==> config.mk <==
export PLATFORM = sky130hd
export DESIGN_NAME = pcm_clock_power
export DESIGN_NICKNAME = d
export VERILOG_FILES = /design/src/logic/pcm_pkg.sv /design/src/logic/pcm_clock_power.sv
export SDC_FILE = /design/constraint.sdc
export NUM_CORES = 1
export LEC_CHECK = 0
export ABC_AREA = 1
export BUFFER_PORTS_ARGS = -buffer_cell sky130_fd_sc_hd__buf_2
export CAP_MARGIN = 30
export CORE_ASPECT_RATIO = 0.6
export CORE_MARGIN = 2
export CORE_UTILIZATION = 57
export DETAILED_ROUTE_END_ITERATION = 8
export PLACE_DENSITY = 0.8
export SKIP_LAST_GASP = 1
export SLEW_MARGIN = 10
export SYNTH_ARGS = -nofsm -noshare
export SYNTH_HDL_FRONTEND = slang
export SYNTH_SLANG_ARGS = --single-unit
==> constraint.sdc <==
create_clock -name i_clk_sys -period 2.88 [get_ports i_clk_sys]
set_input_delay 0.288 -clock i_clk_sys [delete_from_list [all_inputs] [get_ports i_clk_sys]]
set_output_delay 0.288 -clock i_clk_sys [all_outputs]
set_load 0.01 [all_outputs]
==> src/logic/pcm_pkg.sv <==
// Package for the clock and power management block: offsets, field layout, encodings
package pcm_pkg;

	// Register offset inside the peripheral control block
	localparam logic [7:0]  PCM_CTRL_OFFSET = 8'hf0;
	// Control register value after reset: both drivers on, both outputs on the fundamental clock
	localparam logic [15:0] PCM_CTRL_RESET  = 16'h3300;
	// Field positions of the control register
	localparam int          PCM_DIV_LSB     = 0;
	localparam int          PCM_MODE_LSB    = 4;
	localparam int          PCM_A_FUND_BIT  = 8;
	localparam int          PCM_B_FUND_BIT  = 9;
	localparam int          PCM_A_EN_BIT    = 12;
	localparam int          PCM_B_EN_BIT    = 13;
	localparam int          PCM_PSEN_BIT    = 15;
	// Strap encoding {clock_strap_two, clock_strap_one}; pulled-high straps give times four
	localparam logic [1:0]  PCM_STRAP_X4    = 2'h3;
	localparam logic [1:0]  PCM_STRAP_X1    = 2'h1;
	// Mode code shown in the read-back field
	localparam logic [1:0]  PCM_CODE_DIV2   = 2'h0;
	localparam logic [1:0]  PCM_CODE_X1     = 2'h1;
	localparam logic [1:0]  PCM_CODE_X4     = 2'h2;
	// Step of the times-four generator: eight half periods per input period
	localparam int          PCM_X4_SHIFT    = 3;

	typedef enum logic [1:0] {PCM_MODE_DIV2, PCM_MODE_X1, PCM_MODE_X4} pcm_mode_t;

	// Control register layout
	typedef struct packed {
		logic       psen;
		logic       rsv14;
		logic       b_en;
		logic       a_en;
		logic [1:0] rsv11;
		logic       b_fund;
		logic       a_fund;
		logic [1:0] rsv7;
		logic [1:0] mode_ro;
		logic       rsv3;
		logic [2:0] div;
	} pcm_ctrl_t;

	// Register access from the peripheral control block decoder
	typedef struct packed {
		logic        wr;
		logic        rd;
		logic [7:0]  addr;
		logic [15:0] wdata;
	} pcm_reg_req_t;

endpackage : pcm_pkg

==> src/logic/pcm_clock_power.sv <==
// Clock and power management: strap mode, fundamental clock, power-save divider, clock outputs
module pcm_clock_power
(
	input  wire logic                  i_clk_sys,
	input  wire logic                  i_rst_b,
	input  wire logic                  i_oscillator_input,
	output logic                       o_oscillator_output,
	input  wire logic                  i_clock_strap_one,
	input  wire logic                  i_clock_strap_two,
	input  wire logic                  i_hw_irq,
	input  wire logic                  i_bus_t3,
	input  wire pcm_pkg::pcm_reg_req_t i_reg_req,
	output logic [15:0]                o_reg_rdata,
	output logic                       o_pll_enable,
	output logic [1:0]                 o_clock_mode,
	output logic                       o_cpu_clock,
	output logic                       o_primary_clock_out,
	output logic                       o_primary_clock_oe,
	output logic                       o_secondary_clock_out,
	output logic                       o_secondary_clock_oe
);
	import pcm_pkg::*;

	typedef struct packed {
		logic        osc_s1;
		logic        osc_s2;
		logic        osc_d;
		logic [1:0]  strap_s1;
		logic [1:0]  strap_s2;
		pcm_mode_t   mode;
		pcm_ctrl_t   ctrl;
		logic [15:0] pcnt;
		logic [15:0] period;
		logic [15:0] hcnt;
		logic        x4_clk;
		logic        div2_clk;
		logic        fund_d;
		logic [7:0]  dcnt;
		logic        ps_active;
		logic        irq_pend;
		logic        a_src_fund;
		logic        b_src_fund;
		logic        cpu_clk;
		logic        a_out;
		logic        b_out;
		logic [15:0] rdata;
		logic        osc_out;
	} pcm_state_t;

	pcm_state_t st;
	pcm_state_t next_st;
	logic       fund;
	logic       dclk;
	logic       osc_rise;
	logic       both_low;
	logic [15:0] half_step;

	// Decode strap pair into a mode; any pattern other than x4 or x1 is divide by two
	function automatic pcm_mode_t strap_mode(input logic [1:0] s);
		case (s)
			PCM_STRAP_X4: strap_mode = PCM_MODE_X4;
			PCM_STRAP_X1: strap_mode = PCM_MODE_X1;
			default:      strap_mode = PCM_MODE_DIV2;
		endcase
	endfunction

	// Fundamental clock picked by the latched mode
	always_comb
	begin
		case (st.mode)
			PCM_MODE_DIV2: fund = st.div2_clk;
			PCM_MODE_X1:   fund = st.osc_s2;
			PCM_MODE_X4:   fund = st.x4_clk;
			default:       fund = st.div2_clk;
		endcase
	end

	// Power-save clock is a power-of-two division of the fundamental clock
	assign dclk      = st.dcnt[st.ctrl.div];
	assign osc_rise  = st.osc_s2 & ~st.osc_d;
	// Sources may only be swapped while both are low, so no short pulse escapes
	assign both_low  = ~fund & ~dclk;
	assign half_step = ((st.period >> PCM_X4_SHIFT) == 16'h0000) ? 16'h0001 : (st.period >> PCM_X4_SHIFT);

	// Next-state logic for the whole block
	always_comb
	begin
		next_st          = st;
		// Oscillator and strap pins pass two flip-flops before use
		next_st.osc_s1   = i_oscillator_input;
		next_st.osc_s2   = st.osc_s1;
		next_st.osc_d    = st.osc_s2;
		next_st.strap_s1 = {i_clock_strap_two, i_clock_strap_one};
		next_st.strap_s2 = st.strap_s1;
		next_st.osc_out  = ~st.osc_s2;
		// Divide by two toggles on every crystal rising edge
		if (osc_rise)
			next_st.div2_clk = ~st.div2_clk;
		// Times four: measure the crystal period, toggle every eighth of it
		if (osc_rise)
		begin
			next_st.period = st.pcnt + 16'h0001;
			next_st.pcnt   = 16'h0000;
			next_st.hcnt   = 16'h0000;
			next_st.x4_clk = 1'b1;
		end
		else
		begin
			if (st.pcnt != 16'hffff)
				next_st.pcnt = st.pcnt + 16'h0001;
			if (st.hcnt + 16'h0001 >= half_step)
			begin
				next_st.hcnt   = 16'h0000;
				next_st.x4_clk = ~st.x4_clk;
			end
			else
				next_st.hcnt = st.hcnt + 16'h0001;
		end
		// Divider counts fundamental rising edges
		next_st.fund_d = fund;
		if (fund & ~st.fund_d)
			next_st.dcnt = st.dcnt + 8'h01;
		// Register write; the mode field is read-only
		if (i_reg_req.wr && i_reg_req.addr == PCM_CTRL_OFFSET)
		begin
			next_st.ctrl         = pcm_ctrl_t'(i_reg_req.wdata);
			next_st.ctrl.mode_ro = 2'h0;
		end
		// Interrupt while in power-save is held until the next phase-three edge
		if (st.ctrl.psen && i_hw_irq)
			next_st.irq_pend = 1'b1;
		else if (!st.ctrl.psen)
			next_st.irq_pend = 1'b0; // A stale request must not end a later power-save
		if ((st.irq_pend || (st.ctrl.psen && i_hw_irq)) && i_bus_t3)
		begin
			next_st.ctrl.psen = 1'b0;
			next_st.irq_pend  = 1'b0;
		end
		// CPU clock source change waits for both sources low
		if (both_low)
			next_st.ps_active = st.ctrl.psen;
		next_st.cpu_clk = next_st.ps_active ? dclk : fund;
		// Output source selection, also glitch-free
		if (~fund & ~next_st.cpu_clk)
		begin
			next_st.a_src_fund = st.ctrl.a_fund;
			next_st.b_src_fund = st.ctrl.b_fund;
		end
		next_st.a_out = next_st.a_src_fund ? fund : next_st.cpu_clk;
		next_st.b_out = next_st.b_src_fund ? fund : next_st.cpu_clk;
		// Read data with the mode shown in its field
		next_st.rdata = 16'h0000;
		if (i_reg_req.rd && i_reg_req.addr == PCM_CTRL_OFFSET)
		begin
			next_st.rdata = st.ctrl;
			next_st.rdata[PCM_MODE_LSB +: 2] = (st.mode == PCM_MODE_X4) ? PCM_CODE_X4 :
				(st.mode == PCM_MODE_X1) ? PCM_CODE_X1 : PCM_CODE_DIV2;
		end
		// Synchronous reset: control state to defaults, mode caught from the straps
		if (!i_rst_b)
		begin
			next_st.mode       = strap_mode(st.strap_s2);
			next_st.ctrl       = pcm_ctrl_t'(PCM_CTRL_RESET);
			next_st.pcnt       = 16'h0000;
			next_st.period     = 16'h0008;
			next_st.hcnt       = 16'h0000;
			next_st.x4_clk     = 1'b0;
			next_st.div2_clk   = 1'b0;
			next_st.fund_d     = 1'b0;
			next_st.dcnt       = 8'h00;
			next_st.ps_active  = 1'b0;
			next_st.irq_pend   = 1'b0;
			next_st.a_src_fund = 1'b1;
			next_st.b_src_fund = 1'b1;
			next_st.cpu_clk    = 1'b0;
			next_st.a_out      = 1'b0;
			next_st.b_out      = 1'b0;
			next_st.rdata      = 16'h0000;
			next_st.osc_out    = 1'b0;
		end
	end

	// Single state register
	always_ff @(posedge i_clk_sys)
		st <= next_st;

	// Outputs straight from flip-flops, except o_pll_enable, which is decoded from the mode
	assign o_oscillator_output   = st.osc_out;
	assign o_reg_rdata           = st.rdata;
	assign o_pll_enable          = (st.mode != PCM_MODE_DIV2);
	assign o_clock_mode          = st.mode;
	assign o_cpu_clock           = st.cpu_clk;
	assign o_primary_clock_out   = st.a_out;
	assign o_primary_clock_oe    = st.ctrl.a_en;
	assign o_secondary_clock_out = st.b_out;
	assign o_secondary_clock_oe  = st.ctrl.b_en;
endmodule // pcm_clock_power

==> report_table.html <==
<table>
<tr><th>Metric</th><th>Value</th></tr>
<tr><th colspan="2">Run status</th></tr>
<tr><td>Run status</td><td>finished, final reports clean</td></tr>
<tr><th colspan="2">Synth</th></tr>
<tr><td>Ys Warns</td><td>0</td></tr>
<tr><td>Avg Inst Size Synth</td><td>8.13 µm²</td></tr>
<tr><td>Count of cell types in the netlist</td><td>40</td></tr>
<tr><td>Cells after Synth</td><td>550</td></tr>
<tr><td>Synthesis-stage register bit count</td><td>103</td></tr>
<tr><td>Cell area after synthesis</td><td>0.00447 mm²</td></tr>
<tr><td>Sequential share of the synthesized area</td><td>46.6%</td></tr>
<tr><th colspan="2">Timing</th></tr>
<tr><td>Min cycle time layout</td><td>2.67 ns</td></tr>
<tr><td>Fmax achieved</td><td>0.375 GHz</td></tr>
<tr><td>Total count of max-transition violations in the final report</td><td>0</td></tr>
<tr><td>Final Skew</td><td>0.00746 ns</td></tr>
<tr><td>Worst-Margin Slew</td><td>0.648 ns</td></tr>
<tr><td>Hold Violations, Final</td><td>0</td></tr>
<tr><td>Part of the cycle the worst path needs</td><td>92.7%</td></tr>
<tr><td>Setup repair after global routing missed its margin</td><td>yes</td></tr>
<tr><td>Tightest slew margin relative to the limit</td><td>56.8%</td></tr>
<tr><td>Setup-failing EPs final</td><td>0</td></tr>
<tr><th colspan="2">Critical path</th></tr>
<tr><td>Data arrival time of the worst path</td><td>2.94 ns</td></tr>
<tr><td>Top fanout value on the critical path</td><td>13</td></tr>
<tr><td>Worst setup EP type</td><td>flip-flop</td></tr>
<tr><td>Worst path required time</td><td>3.15 ns</td></tr>
<tr><td>Critical Path Start Type</td><td>flip-flop</td></tr>
<tr><td>Worst reg-to-reg path cell count</td><td>15</td></tr>
<tr><td>Crit Path Class</td><td>flip-flop to flip-flop</td></tr>
<tr><th colspan="2">Route</th></tr>
<tr><td>Total length of routed wires</td><td>9.07 mm</td></tr>
<tr><td>Routed wirelength normalized by instance count</td><td>12.9 µm</td></tr>
<tr><td>Total number of vias</td><td>3544</td></tr>
<tr><td>First-pass detailed-route iteration total</td><td>5</td></tr>
<tr><td>Initial detailed-routing violation count</td><td>156</td></tr>
<tr><td>DRT antenna net count</td><td>0</td></tr>
<tr><td>Number of vias per cell after detailed routing</td><td>5.04</td></tr>
<tr><td>Number of remaining DRC errors</td><td>0</td></tr>
<tr><th colspan="2">Final layout</th></tr>
<tr><td>Filler cells</td><td>583</td></tr>
<tr><td>Proportion of layout cells with a drive suffix above 1</td><td>17.0%</td></tr>
<tr><td>Number of nets in the final layout</td><td>646</td></tr>
<tr><td>Number of antenna repair diodes</td><td>0</td></tr>
<tr><td>Filler-free cell count of the finished design</td><td>703</td></tr>
<tr><td>Post-layout utilization of the core</td><td>68.5%</td></tr>
<tr><td>Area growth syn-to-layout</td><td>13.7%</td></tr>
<tr><th colspan="2">Global routing</th></tr>
<tr><td>Pin count of the biggest net entering global routing</td><td>31</td></tr>
<tr><td>Global route total overflow</td><td>0</td></tr>
<tr><td>Via count of the first global-routing pass</td><td>3451</td></tr>
<tr><td>Global-route wire length before repair</td><td>15.8 mm</td></tr>
<tr><td>Initial antenna violation count</td><td>0</td></tr>
<tr><td>All-layer global routing usage</td><td>23.2%</td></tr>
<tr><th colspan="2">Floorplan</th></tr>
<tr><td>Placeable core region</td><td>0.00742 mm²</td></tr>
<tr><td>Ports placed on the boundary</td><td>58</td></tr>
<tr><td>Die Span Y</td><td>72.6 µm</td></tr>
<tr><td>Core Rows</td><td>24</td></tr>
<tr><td>Die outline width</td><td>118 µm</td></tr>
<tr><td>Initial Utilization</td><td>60.3%</td></tr>
<tr><td>Die Outline Area</td><td>0.00859 mm²</td></tr>
<tr><th colspan="2">Job</th></tr>
<tr><td>Max-capacitance violation count</td><td>0</td></tr>
<tr><th colspan="2">Placement</th></tr>
<tr><td>Hpwl dp</td><td>6.72 mm</td></tr>
<tr><td># port buffers</td><td>55</td></tr>
<tr><td>Instance count after placement with tap cells included</td><td>687</td></tr>
<tr><td>Final RePlAce weighted congestion</td><td>0.837</td></tr>
<tr><th colspan="2">Clock tree</th></tr>
<tr><td>Clock latency on the worst-skew pair</td><td>0.35 ns</td></tr>
<tr><td>Root buffer cell</td><td>sky130_fd_sc_hd__clkbuf_16</td></tr>
<tr><td>CTS tree</td><td>built</td></tr>
<tr><td>Clock H-tree levels</td><td>3</td></tr>
<tr><td>Clock tree buffer depth</td><td>2</td></tr>
<tr><td>Clock buffers created by TritonCTS</td><td>9</td></tr>
<tr><td>Post-cts sizing count</td><td>0</td></tr>
<tr><td>Number of sinks handled by clock tree synthesis</td><td>103</td></tr>
<tr><td>Setup Buffers After CTS</td><td>0</td></tr>
<tr><td>Hold-fix buffers, CTS</td><td>0</td></tr>
<tr><td>Clock-pin slew on the worst setup and hold paths</td><td>0.07 ns</td></tr>
<tr><th colspan="2">Min path</th></tr>
<tr><td>Cell depth of the worst min-delay path</td><td>1</td></tr>
<tr><td>Worst hold-check path type</td><td>input pin to flip-flop</td></tr>
<tr><th colspan="2">Pwr</th></tr>
<tr><td>Leak</td><td>2.29 nW</td></tr>
<tr><td>Worst VDD drop</td><td>0.493 mV</td></tr>
<tr><td>Power density of the placed cells</td><td>588 mW/mm²</td></tr>
</table>
-- Yosys cell counts, drive strengths merged --
cell	instances	area, µm²
o22ai	8	50.1
nor3b	1	7.51
edfxtp	2	60.1
xor2	17	149
o21ai	36	180
dfxtp	101	2020
clkbuf	5	18.8
o21a	2	15.0
ha	19	238
o211ai	7	52.6
o41ai	1	8.76
inv	95	357
a21oi	30	150
nand2	79	297
a211oi	2	15.0
clkinv	2	7.51
buf	22	161
nor3	13	108
conb	1	3.75
nand4	6	43.8
nand3b	1	7.51
nand3	25	160
and3	1	6.26
xnor2	5	43.8
nor4	1	6.26
a31o	1	8.76
a221oi	1	8.76
a2111oi	1	8.76
nor2	62	258
or2	3	18.8
-- layer usage --
metal | wire (µm) | track usage [%]
met5 | 0 | 0
met4 | 136 | 8.17
met3 | 463 | 6.33
met2 | 3990 | 37.7
met1 | 4480 | 30.3
-- report_power, final --
| group | internal, W | switching, W | leakage [nW] | total [W] |
|---|---|---|---|---|
| sequential | 0.00146 | 0.0000186 | 0.842 | 0.00148 |
| clock | 0.000846 | 0.000516 | 0.156 | 0.00136 |
| combinational | 0.0000559 | 0.0000901 | 1.29 | 0.000146 |
-- registers in the layout, indices dropped and copies added (netlist names) --
signal / count
st: 75
o_reg_rdata: 16
next_st: 4
o_clock_mode: 2
o_cpu_clock: 1
o_oscillator_output: 1
o_primary_clock_oe: 1
o_primary_clock_out: 1
o_secondary_clock_oe: 1
o_secondary_clock_out: 1
-- cell usage in the layout (no fill, tap or decap), types with 3 or more instances in the layout --
cell,instances
sky130_fd_sc_hd__dfxtp_1,100
sky130_fd_sc_hd__inv_1,94
sky130_fd_sc_hd__nand2_1,79
sky130_fd_sc_hd__buf_2,55
sky130_fd_sc_hd__nor2_1,53
sky130_fd_sc_hd__o21ai_0,33
sky130_fd_sc_hd__a21oi_1,30
sky130_fd_sc_hd__ha_1,19
sky130_fd_sc_hd__nand3_1,18
sky130_fd_sc_hd__xor2_1,16
sky130_fd_sc_hd__clkbuf_16,9
sky130_fd_sc_hd__nor2_2,8
sky130_fd_sc_hd__o22ai_1,8
sky130_fd_sc_hd__nor3_1,7
sky130_fd_sc_hd__o211ai_1,7
sky130_fd_sc_hd__nand3_2,6
sky130_fd_sc_hd__nand4_1,5
sky130_fd_sc_hd__xnor2_1,5
sky130_fd_sc_hd__nor3_2,4
sky130_fd_sc_hd__clkinv_1,3
sky130_fd_sc_hd__or2_2,3
sky130_fd_sc_hd__o21ai_1,3
sky130_fd_sc_hd__bufinv_16,3
sky130_fd_sc_hd__buf_4,3
sky130_fd_sc_hd__conb_1,3
-- worst max-delay path: stages (launching register included) --
cell and delay, ns:
sky130_fd_sc_hd__dfxtp_1 0.41, sky130_fd_sc_hd__nand3_2 0.14, sky130_fd_sc_hd__nor2_4 0.16, sky130_fd_sc_hd__nand3_2 0.12, sky130_fd_sc_hd__nor2_1 0.19, sky130_fd_sc_hd__nand3_1 0.15
sky130_fd_sc_hd__xor2_2 0.20, sky130_fd_sc_hd__inv_1 0.06, sky130_fd_sc_hd__ha_1 0.30, sky130_fd_sc_hd__inv_1 0.08, sky130_fd_sc_hd__nor3_1 0.06, sky130_fd_sc_hd__a211oi_1 0.16
sky130_fd_sc_hd__nand2_1 0.08, sky130_fd_sc_hd__nand2_1 0.13, sky130_fd_sc_hd__nand3_4 0.18, sky130_fd_sc_hd__nor3_1 0.15
-- metrics by stage --
step | hold WS (ns) | power [W] | TNS, ns | setup WS, ns | cell area, µm²
after floorplan | 0.310 | 0.00160 | 0 | 0.587 | 4480
after global placement | 0.311 | 0.00165 | 0 | 0.261 | 4730
after detailed placement | 0.312 | 0.00166 | 0 | 0.195 | 4730
after CTS | 0.0319 | 0.00300 | 0 | 0.144 | 5060
after global routing | 0.0299 | 0.00309 | -0.121 | -0.0553 | 5080
final | 0.0405 | 0.00299 | 0 | 0.210 | 5080
-- final cells by class --
cell class / instances / area, µm² / area share, %
multi-input cells: 325 / 1870 / 36.8
clock buffers: 10 / 229 / 4.51
well taps: 104 / 130 / 2.56
repair buffers: 58 / 298 / 5.86
flip-flops and latches: 103 / 2080 / 41.0
inverters: 97 / 364 / 7.16
clock inverters: 6 / 109 / 2.14
-- path summary, 6_finish.rpt --
| path | start | endpoint | slack [ns] |
|---|---|---|---|
| min reg2reg | next_st[102]$_DFF_P_ | st[102]$_DFF_P_ | 0.33 |
| max | st[35]$_SDFF_PP0_ | st[37]$_SDFF_PP0_ | 0.21 |
| max reg2reg | st[35]$_SDFF_PP0_ | st[37]$_SDFF_PP0_ | 0.21 |
| min | i_clock_strap_one | next_st[101]$_DFF_P_ | 0.04 |
-- kinds of logic (layout without fill, tap and decap cells) --
family	count (synthesis)	count (layout)	synth area share, %
AOI/OAI and AO/OA	89	89	11.1
adders and majority gates	19	19	5.32
xor gates and xnor gates	22	22	4.31
and+or+nand+nor	192	192	20.4
other	1	3	0.0839
DFF	103	103	46.6
buffers and inverters	124	171	12.2
Power figures use the tool's default switching activity.
